### config.mk
export PLATFORM = sky130hd
export DESIGN_NAME = mpc_mic_input_ctrl
export DESIGN_NICKNAME = d
export VERILOG_FILES = /design/src/mpc_pkg.sv /design/src/mpc_gain_stage.sv /design/src/mpc_mic_input_ctrl.sv /design/src/mpc_sync_edge.sv
export VERILOG_INCLUDE_DIRS = /design/src
export SDC_FILE = /design/constraint.sdc
export NUM_CORES = 1
export LEC_CHECK = 0
export ABC_AREA = 1
export BUFFER_PORTS_ARGS = -buffer_cell sky130_fd_sc_hd__buf_2
export CAP_MARGIN = 20
export CORE_ASPECT_RATIO = 1.25
export CORE_UTILIZATION = 50
export CTS_CLUSTER_DIAMETER = 40
export DETAILED_ROUTE_END_ITERATION = 10
export HOLD_SLACK_MARGIN = 0.05
export PLACE_DENSITY = 0.79
export SETUP_SLACK_MARGIN = 0.02
export SLEW_MARGIN = 15
export SYNTH_ARGS = -nofsm -noshare
export SYNTH_HDL_FRONTEND = slang
export SYNTH_HIERARCHICAL = 1
export SYNTH_SLANG_ARGS = --single-unit
### constraint.sdc
create_clock -name clock_in -period 1.5 [get_ports clock_in]
set_input_delay 0.3 -clock clock_in [delete_from_list [all_inputs] [get_ports clock_in]]
set_output_delay 0.3 -clock clock_in [all_outputs]
set_load 0.05 [all_outputs]
### src/mpc_consts.svh
`ifndef MPC_CONSTS_SVH
`define MPC_CONSTS_SVH
// Operation
// - bit 0 connects left positive pin, resets 1
// - bit 1 connects left inverting pin, resets 1
// - bit 2 connects left second pin, resets 0
// - bit 8 connects right positive pin, resets 1
// - bit 9 connects right inverting pin, resets 1
// - bit 10 connects right second pin, resets 0
// - one gain per amplifier feeds all pins
// - left bit 14 mutes left amplifier
// - right bit 14 mutes right amplifier
// - left bit 13 defers gain to zero cross
// - right bit 13 defers gain to zero cross
// - gains wait for update bit, both together
// - left gain bits 7:2, reset 0x10
// - right gain same layout and reset
// - power one bit 4 enables bias output
// - bias enable shared with bias bit 15
// - bias bit 14 selects bias level
// - codec enable clear holds registers in reset
// - preamp enables aliased power two and volume

// register indices; byte address is four times the index
`define MPC_IDX_PWR_ONE 8'h08
`define MPC_IDX_PWR_TWO 8'h09
`define MPC_IDX_PWR_FIVE 8'h0c
`define MPC_IDX_PIN_SEL 8'h48
`define MPC_IDX_BIAS 8'h4a
`define MPC_IDX_LEFT_VOL 8'h50
`define MPC_IDX_RIGHT_VOL 8'h51

// field positions
`define MPC_BIT_LEFT_POS 0
`define MPC_BIT_LEFT_NEG 1
`define MPC_BIT_LEFT_SEC 2
`define MPC_BIT_RIGHT_POS 8
`define MPC_BIT_RIGHT_NEG 9
`define MPC_BIT_RIGHT_SEC 10
`define MPC_BIT_VOL_ON 15
`define MPC_BIT_MUTE 14
`define MPC_BIT_ZC 13
`define MPC_BIT_VU 8
`define MPC_GAIN_MSB 7
`define MPC_GAIN_LSB 2
`define MPC_BIT_BIAS_PM1 4
`define MPC_BIT_BIAS_ALT 15
`define MPC_BIT_BIAS_SEL 14
`define MPC_BIT_LEFT_ON_PM2 8
`define MPC_BIT_RIGHT_ON_PM2 9
`define MPC_BIT_CODEC_ON 12

// reset values
`define MPC_GAIN_RST 6'h10
`define MPC_PINS_RST 3'h3
`endif

### src/mpc_pkg.sv
package mpc_pkg;
  // six-bit preamp gain code, 0.75 dB steps from -12 dB
  typedef logic [5:0] mpc_gain_t;
  // gain stage states, one-hot
  typedef enum logic [1:0] {
    MPC_GS_IDLE = 2'b01,
    MPC_GS_ARMED = 2'b10
  } mpc_gain_state_t;
endpackage

### src/mpc_gain_stage.sv
`timescale 1ns/1ps
`include "mpc_consts.svh"
module mpc_gain_stage (
  input wire logic clock_in,
  input wire logic rst_b_in,
  input wire logic hold_in,
  input wire logic commit_in,
  input wire logic zc_mode_in,
  input wire logic zero_cross_in,
  input wire mpc_pkg::mpc_gain_t pend_gain_in,
  output mpc_pkg::mpc_gain_t applied_gain_out,
  output logic armed_out
);
  import mpc_pkg::*;
  mpc_gain_state_t state; // idle or waiting for a crossing
  mpc_gain_t target; // gain captured at the commit

  // target is latched at commit so later writes stay pending
  always_ff @(posedge clock_in or negedge rst_b_in) begin
    if (!rst_b_in) begin
      state <= MPC_GS_IDLE;
      target <= `MPC_GAIN_RST;
      applied_gain_out <= `MPC_GAIN_RST;
    end else if (hold_in) begin
      state <= MPC_GS_IDLE;
      target <= `MPC_GAIN_RST;
      applied_gain_out <= `MPC_GAIN_RST;
    end else if (commit_in) begin
      target <= pend_gain_in;
      if (zc_mode_in) begin
        state <= MPC_GS_ARMED;
      end else begin
        state <= MPC_GS_IDLE;
        applied_gain_out <= pend_gain_in;
      end
    end else begin
      case (state)
        MPC_GS_ARMED: begin
          if (zero_cross_in) begin
            applied_gain_out <= target;
            state <= MPC_GS_IDLE;
          end
        end
        default: begin
          state <= MPC_GS_IDLE;
        end
      endcase
    end
  end

  assign armed_out = (state == MPC_GS_ARMED);
endmodule

### src/mpc_mic_input_ctrl.sv
`timescale 1ns/1ps
`include "mpc_consts.svh"
module mpc_mic_input_ctrl #(
  parameter int ADDR_W = 12
) (
  input wire logic clock_in,
  input wire logic rst_b_in,
  input wire logic psel_in,
  input wire logic penable_in,
  input wire logic pwrite_in,
  input wire logic [ADDR_W-1:0] paddr_in,
  input wire logic [31:0] pwdata_in,
  output logic [31:0] prdata_out,
  output logic pready_out,
  output logic pslverr_out,
  input wire logic left_zero_cross_in,
  input wire logic right_zero_cross_in,
  output logic left_pos_pin_connect_out,
  output logic left_neg_pin_connect_out,
  output logic left_second_pin_connect_out,
  output logic right_pos_pin_connect_out,
  output logic right_neg_pin_connect_out,
  output logic right_second_pin_connect_out,
  output logic left_preamp_silence_out,
  output logic right_preamp_silence_out,
  output mpc_pkg::mpc_gain_t left_preamp_gain_out,
  output mpc_pkg::mpc_gain_t right_preamp_gain_out,
  output logic left_preamp_on_out,
  output logic right_preamp_on_out,
  output logic bias_output_on_out,
  output logic bias_level_select_out,
  output logic codec_master_on_out
);
  import mpc_pkg::*;

  // register state
  logic codec_on; // master codec enable, never self-cleared
  logic [2:0] left_pins; // second, neg, pos connects
  logic [2:0] right_pins; // second, neg, pos connects
  logic bias_on; // single bit behind two addresses
  logic bias_sel; // bias level choice
  logic commit; // one-cycle gain update strobe
  logic mute [2]; // per channel mute
  logic zc_mode [2]; // per channel deferred update
  logic preamp_on [2]; // per channel amplifier enable
  mpc_gain_t pend_gain [2]; // written, not yet applied
  mpc_gain_t live_gain [2]; // gain the amplifier sees
  logic armed [2]; // waiting for a zero crossing
  logic [1:0] zc_pin; // raw comparator levels

  // decode
  logic [7:0] idx; // word index
  logic aligned; // low and high address bits clear
  logic mapped; // index names a register here
  logic [31:0] next_rdata; // read mux result
  logic wr_en; // access phase of a write
  logic wr_ok; // write that may land
  logic wr_pm1; // power one write
  logic wr_pm2; // power two write
  logic wr_pm5; // power five write
  logic wr_pin; // pin select write
  logic wr_bias; // bias control write
  logic wr_vol [2]; // volume register writes
  logic vu_hit; // update bit written to either volume

  assign idx = paddr_in[9:2];
  assign aligned = (paddr_in[1:0] == 2'h0) && (paddr_in[ADDR_W-1:10] == '0);
  assign wr_en = psel_in && penable_in && pwrite_in;
  // writes other than power five are dropped while the codec is off, the clear wins anyway
  assign wr_ok = wr_en && mapped && codec_on;
  assign wr_pm1 = wr_ok && (idx == `MPC_IDX_PWR_ONE);
  assign wr_pm2 = wr_ok && (idx == `MPC_IDX_PWR_TWO);
  assign wr_pm5 = wr_en && mapped && (idx == `MPC_IDX_PWR_FIVE);
  assign wr_pin = wr_ok && (idx == `MPC_IDX_PIN_SEL);
  assign wr_bias = wr_ok && (idx == `MPC_IDX_BIAS);
  assign wr_vol[0] = wr_ok && (idx == `MPC_IDX_LEFT_VOL);
  assign wr_vol[1] = wr_ok && (idx == `MPC_IDX_RIGHT_VOL);
  assign vu_hit = (wr_vol[0] || wr_vol[1]) && pwdata_in[`MPC_BIT_VU];

  // zero-wait slave, error only on unmapped addresses
  assign pready_out = 1'b1;
  assign pslverr_out = psel_in && penable_in && !mapped;

  // read mux; bits not listed read as zero
  always_comb begin
    next_rdata = 32'h0000_0000;
    mapped = 1'b1;
    if (!aligned) begin
      mapped = 1'b0;
    end else if (idx == `MPC_IDX_PWR_ONE) begin
      next_rdata[`MPC_BIT_BIAS_PM1] = bias_on;
    end else if (idx == `MPC_IDX_PWR_TWO) begin
      next_rdata[`MPC_BIT_LEFT_ON_PM2] = preamp_on[0];
      next_rdata[`MPC_BIT_RIGHT_ON_PM2] = preamp_on[1];
    end else if (idx == `MPC_IDX_PWR_FIVE) begin
      next_rdata[`MPC_BIT_CODEC_ON] = codec_on;
    end else if (idx == `MPC_IDX_PIN_SEL) begin
      next_rdata[`MPC_BIT_LEFT_POS] = left_pins[0];
      next_rdata[`MPC_BIT_LEFT_NEG] = left_pins[1];
      next_rdata[`MPC_BIT_LEFT_SEC] = left_pins[2];
      next_rdata[`MPC_BIT_RIGHT_POS] = right_pins[0];
      next_rdata[`MPC_BIT_RIGHT_NEG] = right_pins[1];
      next_rdata[`MPC_BIT_RIGHT_SEC] = right_pins[2];
    end else if (idx == `MPC_IDX_BIAS) begin
      next_rdata[`MPC_BIT_BIAS_ALT] = bias_on;
      next_rdata[`MPC_BIT_BIAS_SEL] = bias_sel;
    end else if (idx == `MPC_IDX_LEFT_VOL) begin
      next_rdata[`MPC_BIT_VOL_ON] = preamp_on[0];
      next_rdata[`MPC_BIT_MUTE] = mute[0];
      next_rdata[`MPC_BIT_ZC] = zc_mode[0];
      next_rdata[`MPC_GAIN_MSB:`MPC_GAIN_LSB] = pend_gain[0];
    end else if (idx == `MPC_IDX_RIGHT_VOL) begin
      next_rdata[`MPC_BIT_VOL_ON] = preamp_on[1];
      next_rdata[`MPC_BIT_MUTE] = mute[1];
      next_rdata[`MPC_BIT_ZC] = zc_mode[1];
      next_rdata[`MPC_GAIN_MSB:`MPC_GAIN_LSB] = pend_gain[1];
    end else begin
      mapped = 1'b0;
    end
  end

  // read data captured in the setup cycle, stable through access
  always_ff @(posedge clock_in or negedge rst_b_in) begin
    if (!rst_b_in) begin
      prdata_out <= 32'h0000_0000;
    end else if (psel_in && !penable_in && !pwrite_in) begin
      prdata_out <= next_rdata;
    end
  end

  // master enable lives outside the held group
  always_ff @(posedge clock_in or negedge rst_b_in) begin
    if (!rst_b_in) begin
      codec_on <= 1'b0;
    end else if (wr_pm5) begin
      codec_on <= pwdata_in[`MPC_BIT_CODEC_ON];
    end
  end

  // pin connections, both channels in one register
  always_ff @(posedge clock_in or negedge rst_b_in) begin
    if (!rst_b_in) begin
      left_pins <= `MPC_PINS_RST;
      right_pins <= `MPC_PINS_RST;
    end else if (!codec_on) begin
      left_pins <= `MPC_PINS_RST;
      right_pins <= `MPC_PINS_RST;
    end else if (wr_pin) begin
      left_pins[0] <= pwdata_in[`MPC_BIT_LEFT_POS];
      left_pins[1] <= pwdata_in[`MPC_BIT_LEFT_NEG];
      left_pins[2] <= pwdata_in[`MPC_BIT_LEFT_SEC];
      right_pins[0] <= pwdata_in[`MPC_BIT_RIGHT_POS];
      right_pins[1] <= pwdata_in[`MPC_BIT_RIGHT_NEG];
      right_pins[2] <= pwdata_in[`MPC_BIT_RIGHT_SEC];
    end
  end

  // bias enable reachable from both addresses, never both at once
  always_ff @(posedge clock_in or negedge rst_b_in) begin
    if (!rst_b_in) begin
      bias_on <= 1'b0;
      bias_sel <= 1'b0;
    end else if (!codec_on) begin
      bias_on <= 1'b0;
      bias_sel <= 1'b0;
    end else if (wr_pm1) begin
      bias_on <= pwdata_in[`MPC_BIT_BIAS_PM1];
    end else if (wr_bias) begin
      bias_on <= pwdata_in[`MPC_BIT_BIAS_ALT];
      bias_sel <= pwdata_in[`MPC_BIT_BIAS_SEL];
    end
  end

  // update bit is a strobe; delayed a cycle so pending gains have landed
  always_ff @(posedge clock_in or negedge rst_b_in) begin
    if (!rst_b_in) begin
      commit <= 1'b0;
    end else if (!codec_on) begin
      commit <= 1'b0;
    end else begin
      commit <= vu_hit;
    end
  end

  assign zc_pin = {right_zero_cross_in, left_zero_cross_in};

  // per channel volume register, crossing sync and gain stage
  for (genvar ch = 0; ch < 2; ch++) begin : g_chan
    localparam int ON_PM2 = (ch == 0) ? `MPC_BIT_LEFT_ON_PM2 : `MPC_BIT_RIGHT_ON_PM2;
    logic crossing; // synchronised zero crossing pulse

    // volume fields; the update bit itself is not stored
    always_ff @(posedge clock_in or negedge rst_b_in) begin
      if (!rst_b_in) begin
        mute[ch] <= 1'b0;
        zc_mode[ch] <= 1'b0;
        pend_gain[ch] <= `MPC_GAIN_RST;
      end else if (!codec_on) begin
        mute[ch] <= 1'b0;
        zc_mode[ch] <= 1'b0;
        pend_gain[ch] <= `MPC_GAIN_RST;
      end else if (wr_vol[ch]) begin
        mute[ch] <= pwdata_in[`MPC_BIT_MUTE];
        zc_mode[ch] <= pwdata_in[`MPC_BIT_ZC];
        pend_gain[ch] <= pwdata_in[`MPC_GAIN_MSB:`MPC_GAIN_LSB];
      end
    end

    // amplifier enable shared by power two and the volume register
    always_ff @(posedge clock_in or negedge rst_b_in) begin
      if (!rst_b_in) begin
        preamp_on[ch] <= 1'b0;
      end else if (!codec_on) begin
        preamp_on[ch] <= 1'b0;
      end else if (wr_pm2) begin
        preamp_on[ch] <= pwdata_in[ON_PM2];
      end else if (wr_vol[ch]) begin
        preamp_on[ch] <= pwdata_in[`MPC_BIT_VOL_ON];
      end
    end

    // comparator level is asynchronous to the codec clock
    mpc_sync_edge u_sync (
      .clock_in(clock_in),
      .rst_b_in(rst_b_in),
      .async_in(zc_pin[ch]),
      .edge_out(crossing)
    );

    // one gain drives the amplifier whatever pins feed it
    mpc_gain_stage u_gain (
      .clock_in(clock_in),
      .rst_b_in(rst_b_in),
      .hold_in(!codec_on),
      .commit_in(commit),
      .zc_mode_in(zc_mode[ch]),
      .zero_cross_in(crossing),
      .pend_gain_in(pend_gain[ch]),
      .applied_gain_out(live_gain[ch]),
      .armed_out(armed[ch])
    );
  end

  // outputs, all from flops
  assign left_pos_pin_connect_out = left_pins[0];
  assign left_neg_pin_connect_out = left_pins[1];
  assign left_second_pin_connect_out = left_pins[2];
  assign right_pos_pin_connect_out = right_pins[0];
  assign right_neg_pin_connect_out = right_pins[1];
  assign right_second_pin_connect_out = right_pins[2];
  assign left_preamp_silence_out = mute[0];
  assign right_preamp_silence_out = mute[1];
  assign left_preamp_gain_out = live_gain[0];
  assign right_preamp_gain_out = live_gain[1];
  assign left_preamp_on_out = preamp_on[0];
  assign right_preamp_on_out = preamp_on[1];
  // analogue side turns a clear enable into a floating bias pin
  assign bias_output_on_out = bias_on;
  assign bias_level_select_out = bias_sel;
  assign codec_master_on_out = codec_on;
endmodule

### src/mpc_sync_edge.sv
`timescale 1ns/1ps
module mpc_sync_edge (
  input wire logic clock_in,
  input wire logic rst_b_in,
  input wire logic async_in,
  output logic edge_out
);
  import mpc_pkg::*;
  logic meta; // first stage, read only by stage two
  logic stable; // second stage
  logic prev; // delayed copy for edge detection

  // two-flop synchroniser plus history flop
  always_ff @(posedge clock_in or negedge rst_b_in) begin
    if (!rst_b_in) begin
      meta <= 1'b0;
      stable <= 1'b0;
      prev <= 1'b0;
    end else begin
      meta <= async_in;
      stable <= meta;
      prev <= stable;
    end
  end

  // any change of the comparator sign marks a zero crossing
  assign edge_out = stable ^ prev;
endmodule

=== After elaboration in Yosys (flattened, before gate mapping) ===
Cells that the tools add are included.

* Flip-flop bits (word level): 77

* Equality and inequality tests: 26
* Mux-type cells: 86
* Bitwise logic cells: 2
* Reductions and logical operators: 25

{| class="wikitable"
|+ Operators with widths
! operator !! count
|-
| $mux 6 || 22
|-
| $mux 1 || 34
|-
| $eq 8x7->1 const B || 4
|-
| $mux 3 || 9
|-
| $mux 2 || 13
|-
| $eq 8x4->1 const B || 3
|-
| $mux 11 || 2
|-
| $ne 3x1->1 const B || 7
|-
| $logic_and 1x1->1 || 16
|-
| $mux 4 || 4
|-
| $ne 2x1->1 const B || 5
|-
| $mux 8 || 1
|-
| $ne 4x4->1 const B || 2
|-
| $ne 3x3->1 const B || 2
|-
| $reduce_and 3->1 || 2
|-
| $mux 5 || 1
|-
| $eq 2x2->1 const B || 2
|-
| $logic_not 2->1 || 2
|-
| $logic_not 1->1 || 3
|-
| $ne 2x2->1 const B || 1
|-
| $reduce_and 2->1 || 1
|-
| $xor 1x1->1 || 2
|-
| $logic_or 1x1->1 || 1
|}

=== Longest topological paths before layout ===
Gate-level depths: netlist (run 1).

* Depth after elaboration: 15
* Depth in mapped cells: 13

=== Modules after synthesis ===
Netlist (run 1), hierarchy kept.

{| class="wikitable"
|+ Modules (own cells, without submodules)
! module !! times used !! cells each !! area each (µm²) !! sequential area each (µm²)
|-
| mpc_mic_input_ctrl || 1 || 277 || 2,297.2 || 1,083.5
|-
| mpc_gain_stage || 2 || 64 || 625.6 || 354.1
|-
| mpc_sync_edge || 2 || 8 || 93.8 || 75.1
|}

=== Least setup slack after synthesis (run 1) ===
Ideal clock, no wire load.

* Path kind: input-to-output
* Start point: input port paddr_in[2]
* End point: output port pslverr_out
* Arrival time: 2.045 ns
* Required time: 1.200 ns
* Setup slack: -0.845 ns
* Stages on the path: 8
* Path buffers: 0
* Cells stage by stage: inv_1 -> nand2_1 -> nor2_2 -> nand2_2 -> nand2_2 -> nor2_2 -> nand2_4 -> a211oi_1

* Cells in the longest elaborated chain, start to end: 11
* Elaborated cells on any way between the ends: 17
* Classes of those cells: eq/ne (7); mux (8); reduce/logical (2)

{| class="wikitable"
|+ RTL lines
! what !! line !! RTL
|-
| start: declaration || mpc_mic_input_ctrl.sv:11 || <nowiki>input wire logic [ADDR_W-1:0] paddr_in,</nowiki>
|-
| $eq 8x7->1 (no line) || -- ||
|-
| $mux 1 || mpc_mic_input_ctrl.sv:112 || <nowiki>end else if (idx == `MPC_IDX_RIGHT_VOL) begin</nowiki>
|-
| $mux 1 || mpc_mic_input_ctrl.sv:107 || <nowiki>end else if (idx == `MPC_IDX_LEFT_VOL) begin</nowiki>
|-
| $mux 1 || mpc_mic_input_ctrl.sv:104 || <nowiki>end else if (idx == `MPC_IDX_BIAS) begin</nowiki>
|-
| $mux 1 || mpc_mic_input_ctrl.sv:97 || <nowiki>end else if (idx == `MPC_IDX_PIN_SEL) begin</nowiki>
|-
| $mux 1 || mpc_mic_input_ctrl.sv:95 || <nowiki>end else if (idx == `MPC_IDX_PWR_FIVE) begin</nowiki>
|-
| $mux 1 || mpc_mic_input_ctrl.sv:92 || <nowiki>end else if (idx == `MPC_IDX_PWR_TWO) begin</nowiki>
|-
| $mux 1 (*) || mpc_mic_input_ctrl.sv:90 || <nowiki>end else if (idx == `MPC_IDX_PWR_ONE) begin</nowiki>
|-
| $mux 1 (*) || mpc_mic_input_ctrl.sv:88 || <nowiki>if (!aligned) begin</nowiki>
|-
| $logic_not 1->1 (*) || mpc_mic_input_ctrl.sv:82 || <nowiki>assign pslverr_out = psel_in && penable_in && !mapped;</nowiki>
|-
| $logic_and 1x1->1 (*) || mpc_mic_input_ctrl.sv:82 ||
|-
| end: declaration || mpc_mic_input_ctrl.sv:15 || <nowiki>output logic pslverr_out,</nowiki>
|}

Mark *: on every way between the ends. The rest lies on a longest branch, timed or not.

=== Worst setup path in the final report (run 1) ===
* Start point: input port paddr_in[5]
* End point: output port pslverr_out

Same word-level chain as after synthesis.

==> impl_metrics.ini, run 1 <==
[drt]
firstDrtPassIters = 4
wire_per_inst_um = 14.2
drc_errors = 0
vias = 3259
first_iter_violations = 207
vias_per_cell = 5.10
drtAntennaViolNets = 0
finalWirelength_mm = 9.11

[global_route]
grt_pass1_wl_mm = 15.0
grtUsageMet2 = 0.430
grtUsageMet3 = 0.0509
met1_usage = 0.302
grt_max_degree = 78
gr-usage-all-layers = 0.249
grt_pass1_vias = 3245
grt-ovfl-total = 0
busiest_layer = met2
antenna_found_initial = 0

[run_status]
violations = negative setup slack
outcome = finished, violations left

[hold_path]
holdPathStages = 3
hp-class = primary input to register

[cells_and_area]
antenna_cells = 0
final_cell_mix = 113 x nand2_1, 64 x dfrtp_1, 64 x buf_2
final_common_cell = nand2_1
fin_util = 0.699
final_nets = 595
drive_above_1_share = 0.392
syn_to_final_growth_pct = 32.9

[yosys]
synth_top_area_share = 0.435
postSynth.asyncResetShare = 1.00
synth_seq_cells = 77
ys_warn_count = 6
synth_area_per_cell_sq_um = 8.87
netlist_instances = 421
synth_area_leader_cell = dfrtp_1
synth.distinct_cells = 36
syn_area_sq_mm = 0.00374
synth_seq_area_share = 0.520
synthTopCellsByArea = dfrtp_1 44%, nand2_1 12%, dfstp_2 8.4%, nand3_1 5.0%, inv_1 4.0%
synth-edff-count = 0
synthFlopType = dfrtp_1

[setup_path]
path_class = primary input to output port
cp-start-kind = primary input
worstPathRequired_ns = 1.20
reg2reg_depth = 7
crit_path_end_kind = output port
critical_path_arrival_ns = 1.29
crit_fanout = 3

[floorplanning]
die_area_sq_mm = 0.00782
rows = 34
die_y_um = 98.6
start_util = 0.526
io-pin-count = 110
coreArea_sq_mm = 0.00710
die_x_um = 79.3

[sta]
fin_crit_ns = 1.59
max_freq_ghz = 0.629
period_share = 1.06
hold_slack_ns = 0.162
setup_violations = 1
hold_violations = 0
setup_slack_ns = -0.0888
rsz0062_at_grt = yes
slew_violations = 0
tns_ns = -0.0888
clock-skew-final_ns = 0.00609

[place]
place_hpwl_mm = 6.45
gp_congestion = 0.870
dp_worst_setup_slack_ns = -0.355
io_buffer_count = 74

[pwr]
worst_ir_drop_vdd_mv = 0.442
total_power_mw = 4.00
power_density_mw_per_mm2 = 806
p_leak_nw = 2.65

[flow_run]
drv_cap = 0

[cts]
cts_buffer_depth = 2
cts_tree = yes
htree_levels = 3
clkLatencyLatePin_ns = 0.34
clock_sinks = 77
cts_made_buffers = 9
cts_root_buffer = clkbuf_8
clkTransAtPathRegs_ns = 0.07
-- cell usage after synthesis, types with 2 or more instances --
cell type,instances
nand2_1,123
dfrtp_1,65
inv_1,40
nand3_1,37
nor2_1,26
buf_4,18
o21ai_1,16
dfstp_2,12
nand2_2,12
nor2_2,7
a21oi_1,6
inv_2,5
o21ai_0,5
a22o_1,4
a32o_1,4
buf_6,4
nand2_4,3
nand3_4,3
nand4_1,3
o211ai_1,3
o22ai_1,3
a21oi_2,2
clkinv_1,2
conb_1,2
nand2_8,2
nand3b_1,2
nor2_8,2
o21a_1,2
-- sequential cells by signal, summed over array words and instances (netlist names), 3 cells and up --
register,count
pend_gain,12
g_chan.u_gain/applied_gain_out,12
g_chan.u_gain/state,4
right_pins,3
prdata_out,15
g_chan.u_gain/target,12
left_pins,3
-- worst max-delay path, stage by stage --
cell	delay [ns]
buf_12	0.11
nand2_8	0.08
nor2_4	0.05
nand2_2	0.09
nand2_2	0.07
nor2_4	0.12
nand2_4	0.08
a211oi_4	0.20
buf_6	0.18
-- where the power goes --
group          internal (mW)  switching (mW)  total (mW)
Combinational          0.110           0.258       0.368
Sequential              2.08         0.00391        2.09
Clock                  0.810           0.732        1.54
-- kinds of logic (layout without fill, tap and decap cells) --
logic type             after synthesis  count (layout)  synth area share
and+or+nand+nor                    224             224             0.299
buffers and inverters               70             182            0.0964
other                                2              18           0.00201
DFF                                 77              77             0.520
AOI/OAI and AO/OA                   48              48            0.0824
-- cell type report --
type	instances	area, sq um
fill	555	2140
sequential	77	1940
multi-input combinational	290	1660
timing repair buffer	119	828
inverter	47	223
clock buffer	12	145
tap	90	113
clock inverter	4	47.5
-- metrics by stage --
stage,instance area (sq um),std cells
floorplan,3940,437
global placement,4470,606
detailed placement,4470,606
CTS,4860,635
finish,4960,639
global route,4960,639
-- worst paths after layout --
path                                            start  slack, ns                              endpoint
worst min register to register  g_chan[0].u_sync/meta       0.35               g_chan[0].u_sync/stable
max in group asynchronous                    rst_b_in       0.64                         right_pins[0]
worst max-delay path                      paddr_in[5]      -0.09                           pslverr_out
worst max register to register    codec_master_on_out       0.14  g_chan[1].u_gain/applied_gain_out[2]
min in group asynchronous                    rst_b_in       0.50  g_chan[1].u_gain/applied_gain_out[1]
worst min-delay path                    pwdata_in[10]       0.16                         right_pins[2]
-- timing repair --
item,in CTS,in global routing
hold buffers,2,1
resized for setup,27,25
setup endpoints to repair,2,29
endpoints found under the hold margin,66,1
buffers inserted,12,4
pin swaps,14,7
-- per-layer routing --
layer	up-vias	wire length, um
li1	1561	-
met1	1560	3540
met2	114	4870
met3	24	458
met4	0	234
met5	-	0
Note: power is estimated with default switching activity, not from simulation.
==> run 2, diff against run 1 <==
--- a/config.mk
+++ b/config.mk
@@ -15,7 +15,6 @@
 export DETAILED_ROUTE_END_ITERATION = 10
 export HOLD_SLACK_MARGIN = 0.05
 export PLACE_DENSITY = 0.79
-export SETUP_SLACK_MARGIN = 0.02
 export SLEW_MARGIN = 15
 export SYNTH_ARGS = -nofsm -noshare
 export SYNTH_HDL_FRONTEND = slang
==> impl_metrics.ini, run 2 (synthesis gave the netlist of run 1 again) <==
[setup_path]
critical_path_arrival_ns = 1.31
worst-path-buf-inv = 4
crit_fanout = 2
cp_common_cell = buf_6
reg2reg_depth = 7
r2r_slack_ns = 0.16
path_class = primary input to output port
cp_cell_sequence = buf_6, inv_4, nand3_1, nor2_1, buf_4, nor2_4, nand2_4, a211oi_4, buf_6
worstPathRequired_ns = 1.20
cp-start-kind = primary input
crit_path_end_kind = output port
timing.rr.start = codec_master_on_out
cp_slowest_cell = a211oi_4
crit_family = buffers and inverters
cpPeakStageDelay_ns = 0.21
timing.rr.end = g_chan[1].u_gain/applied_gain_out[2]

[drt]
vias = 3172
wire_per_inst_um = 14.2
drc_errors = 0
finalWirelength_mm = 8.93
firstDrtPassIters = 4
drtAntennaViolNets = 0
vias_per_cell = 5.06
first_iter_violations = 211

[global_route]
grt_max_degree = 78
antenna_found_initial = 0
grt-ovfl-total = 0
gr-usage-all-layers = 0.254
grt_pass1_vias = 3202
grt_pass1_wl_mm = 15.2

[floorplanning]
rows = 34
die_x_um = 79.3
io-pin-count = 110
start_util = 0.526
die_area_sq_mm = 0.00782
coreArea_sq_mm = 0.00710
die_y_um = 98.6

[cells_and_area]
antenna_cells = 0
fill_cells = 580
regArea_sq_mm = 0.00194
fin_cells = 627
largest_reg_flops = 15
final_common_cell = nand2_1
drive_above_1_share = 0.363
multi_input_area_sq_mm = 0.00162
final_cell_mix = 115 x nand2_1, 65 x buf_2, 64 x dfrtp_1
syn_to_final_growth_pct = 28.4
finalInstanceArea_sq_mm = 0.00480
regMostFlops = prdata_out
final_nets = 583

[cts]
cts_tree = yes
cts_buffer_depth = 2
clkTransAtPathRegs_ns = 0.08
cts_made_buffers = 9
cts_root_buffer = clkbuf_8
clock_sinks = 77
htree_levels = 3
clkLatencyLatePin_ns = 0.35

[flow_run]
drv_cap = 0

[pwr]
seqPwrFrac = 0.495
worst_ir_drop_vdd_mv = 0.509
p_sw_mw = 1.00
total_power_mw = 4.22
power_density_mw_per_mm2 = 879
p_leak_nw = 2.58
internal-power_mw = 3.21
netSwitchingFraction = 0.238
pwr-share-comb = 0.080
pwr-share-clk = 0.424

[place]
place_hpwl_mm = 6.53
gp_congestion = 0.883
io_buffer_count = 74
dp.cells = 602
place_area_sq_mm = 0.00434

[run_status]
outcome = finished, violations left
violations = negative setup slack

[hold_path]
worstHoldStart = pwdata_in[10]
holdPathStages = 3
min_to = right_pins[2]
hp-class = primary input to register

[sta]
max_freq_ghz = 0.620
hold_violations = 0
clock-skew-final_ns = 0.0100
rsz0062_at_grt = yes
slew_violations = 0
fin_crit_ns = 1.61
period_share = 1.08
setup_violations = 1
hold_slack_ns = 0.167
setup_slack_ns = -0.113
## run 2: cell count changes in the layout (fill, tap and decap cells not counted), sizes merged
cell	previous run	this run
bufinv	1	2
clkbuf	12	13
clkinvlp	1	0
clkinv	3	2
buf	116	104
## run 2: worst register-to-register path, delay by kind of cell, from the launching register on
| kind | cells | cell delay [ns] |
|---|---|---|
| buffers and inverters | 2 | 0.35 |
| DFF | 1 | 0.45 |
| and+or+nand+nor | 5 | 0.48 |
## run 2: repair_timing
action,4_1_cts,5_1_grt
pin swaps,19,1
hold endpoints to repair,67,0
gates resized for setup,29,17
buffers inserted,6,0
endpoints found under the setup margin,1,29
hold buffers,3,0
## run 2: worst max-delay path by stage
| stage | from | depth (start not counted) | endpoint |
|---|---|---|---|
| floorplan | paddr_in[4] | 8 | pslverr_out |
| finish | paddr_in[8] | 9 | pslverr_out |
| detailed placement | paddr_in[5] | 10 | pslverr_out |
| global route | paddr_in[2] | 9 | pslverr_out |
| CTS | paddr_in[9] | 10 | pslverr_out |
| global placement | paddr_in[5] | 10 | pslverr_out |
## run 2: area by class of cell
type / count / share of cell area
tap: 90 / 0.0235
clock inverter: 3 / 0.0143
clock buffer: 13 / 0.0331
multi-input combinational: 290 / 0.337
sequential: 77 / 0.405
timing repair buffer: 107 / 0.147
inverter: 47 / 0.0399
## run 2: layer usage
metal	GRT usage	vias up	routed length, um	share of wire
met2	0.443	95	4820	0.54
met3	0.0426	23	379	0.042
met5	0	-	0	0
met4	0.113	0	233	0.026
li1	-	1544	-	-
met1	0.304	1510	3500	0.39
## run 2: per-stage QoR
| step | setup WS [ns] | TNS (ns) | utilization |
|---|---|---|---|
| 2_1_floorplan | -0.193 | -0.479 | - |
| 3_3_place_gp | -0.257 | -6.23 | 0.610 |
| 3_5_place_dp | -0.278 | -7.60 | 0.610 |
| 4_1_cts | -0.0796 | -0.0796 | 0.668 |
| 5_1_grt | -0.185 | -0.268 | 0.675 |
| 6_report | -0.113 | -0.113 | 0.675 |
## run 2: power by group through the flow
stage	logic [mW]	clock network [mW]	registers, mW
3_3_place_gp	0.285	0	2.13
6_report	0.339	1.79	2.09
2_1_floorplan	0.203	0	2.13
4_1_cts	0.330	1.81	2.09
5_1_grt	0.366	1.90	2.09
3_5_place_dp	0.292	0	2.13
==> run 3, diff against run 2 <==
--- a/config.mk
+++ b/config.mk
@@ -14,7 +14,7 @@
 export CTS_CLUSTER_DIAMETER = 40
 export DETAILED_ROUTE_END_ITERATION = 10
 export HOLD_SLACK_MARGIN = 0.05
-export PLACE_DENSITY = 0.79
+export PLACE_DENSITY = 0.77
 export SLEW_MARGIN = 15
 export SYNTH_ARGS = -nofsm -noshare
 export SYNTH_HDL_FRONTEND = slang
==> impl_metrics.ini, run 3 (synthesis gave the netlist of run 1 again) <==
[floorplanning]
die_y_um = 98.6
start_util = 0.526
die_x_um = 79.3
io-pin-count = 110
rows = 34
coreArea_sq_mm = 0.00710
die_area_sq_mm = 0.00782

[flow_run]
drv_cap = 0

[sta]
hold_violations = 0
rsz0062_at_grt = yes
setup_violations = 12
period_share = 1.12
max_freq_ghz = 0.595
tns_ns = -0.429
slew_violations = 0
fin_crit_ns = 1.68
clock-skew-final_ns = 0.00594
setup_slack_ns = -0.180

[pwr]
total_power_mw = 4.40
worst_ir_drop_vdd_mv = 0.562
internal-power_mw = 3.38
netSwitchingFraction = 0.231
pwr-share-comb = 0.082
p_sw_mw = 1.02
power_density_mw_per_mm2 = 896
p_leak_nw = 2.61
seqPwrFrac = 0.475
pwr-share-clk = 0.443

[drt]
drtAntennaViolNets = 0
first_iter_violations = 225
wire_per_inst_um = 14.7
firstDrtPassIters = 5
drc_errors = 0
finalWirelength_mm = 9.25
vias_per_cell = 5.06
vias = 3189

[cells_and_area]
final_cell_mix = 113 x nand2_1, 65 x buf_2, 64 x dfrtp_1
largest_reg_flops = 15
syn_to_final_growth_pct = 31.3
antenna_cells = 0
regMostFlops = prdata_out
final_nets = 586
final_common_cell = nand2_1
fin_cells = 630
fin_util = 0.691
drive_above_1_share = 0.372

[place]
dp_worst_setup_slack_ns = -0.290
gp_congestion = 0.949
dp.cells = 603
place_hpwl_mm = 6.48
io_buffer_count = 74

[run_status]
outcome = finished, violations left
violations = negative setup slack

[setup_path]
path_class = primary input to output port
crit_fanout = 3
cp-start-kind = primary input
crit_path_end_kind = output port
critical_path_arrival_ns = 1.38
worstPathRequired_ns = 1.20

[cts]
clock_sinks = 77
cts_tree = yes
cts_buffer_depth = 2
clkTransAtPathRegs_ns = 0.08
cts_made_buffers = 9
htree_levels = 3
cts_root_buffer = clkbuf_8
clkLatencyLatePin_ns = 0.36

[global_route]
grt_max_degree = 78
antenna_found_initial = 0
grt-ovfl-total = 0
gr-usage-all-layers = 0.256
grt_pass1_wl_mm = 15.1
grt_pass1_vias = 3273

[hold_path]
hp-class = primary input to register
## run 3: cell types whose count changed in the layout (fill, tap and decap cells not counted), sizes merged
cell	delta
bufinv	+1
clkinv	+1
inv	-1
clkbuf	-1
buf	+3
## run 3: per-layer routing
layer  vias up  GRT usage  share of wire
met5         -          0              0
met4         0      0.134          0.043
met1      1525      0.298           0.39
met3        27     0.0556          0.037
met2        90      0.436           0.53
li1       1547          -              -
## run 3: final cells by class
type | count | area (sq um)
clock inverter | 4 | 95.1
multi-input combinational | 290 | 1660
clock buffer | 12 | 155
inverter | 47 | 199
timing repair buffer | 110 | 744
tap | 90 | 113
sequential | 77 | 1940
fill | 570 | 2200
## run 3: per-stage QoR
step                hold WS [ns]  instance area, sq um
detailed placement         0.336                  4340
global route               0.157                  4910
global placement           0.337                  4340
finish                     0.153                  4910
CTS                        0.144                  4800
floorplan                0.00441                  3830
## run 3: final timing paths
| kind | startpoint | to | slack (ns) | cells past startpoint |
|---|---|---|---|---|
| worst max-delay path | paddr_in[3] | pslverr_out | -0.18 | 10 |
| worst min-delay path | pwdata_in[10] | right_pins[2] | 0.15 | 3 |
| worst max register to register | codec_master_on_out | g_chan[0].u_gain/applied_gain_out[3] | 0.23 | 7 |
| worst min register to register | g_chan[1].u_sync/meta | g_chan[1].u_sync/stable | 0.36 | 0 |
| max in group asynchronous | rst_b_in | g_chan[1].u_gain/applied_gain_out[4] | 0.64 | 3 |
| min in group asynchronous | rst_b_in | g_chan[0].u_gain/applied_gain_out[5] | 0.48 | 3 |
## run 3: power groups by stage
stage / sequential [mW] / combinational (mW) / clock (mW)
finish: 2.09 / 0.360 / 1.95
global route: 2.09 / 0.386 / 2.05
CTS: 2.09 / 0.328 / 1.97
detailed placement: 2.13 / 0.288 / 0
global placement: 2.13 / 0.283 / 0
floorplan: 2.13 / 0.203 / 0
## run 3: worst max-delay path, stage by stage
cell	delay, ns
buf_8	0.09
inv_8	0.04
nand2_8	0.08
nor2_4	0.03
nand2_2	0.09
nand2_2	0.08
nor2_4	0.15
nand2_4	0.08
a211oi_4	0.25
buf_6	0.19
## run 3: repair_timing
item                       4_1_cts  5_1_grt
hold endpoints to repair        67        0
hold buffers                     3        0
setup endpoints to repair        1       35
pin swaps                       15       15
gates resized for setup         30       29
setup buffers                    8        1
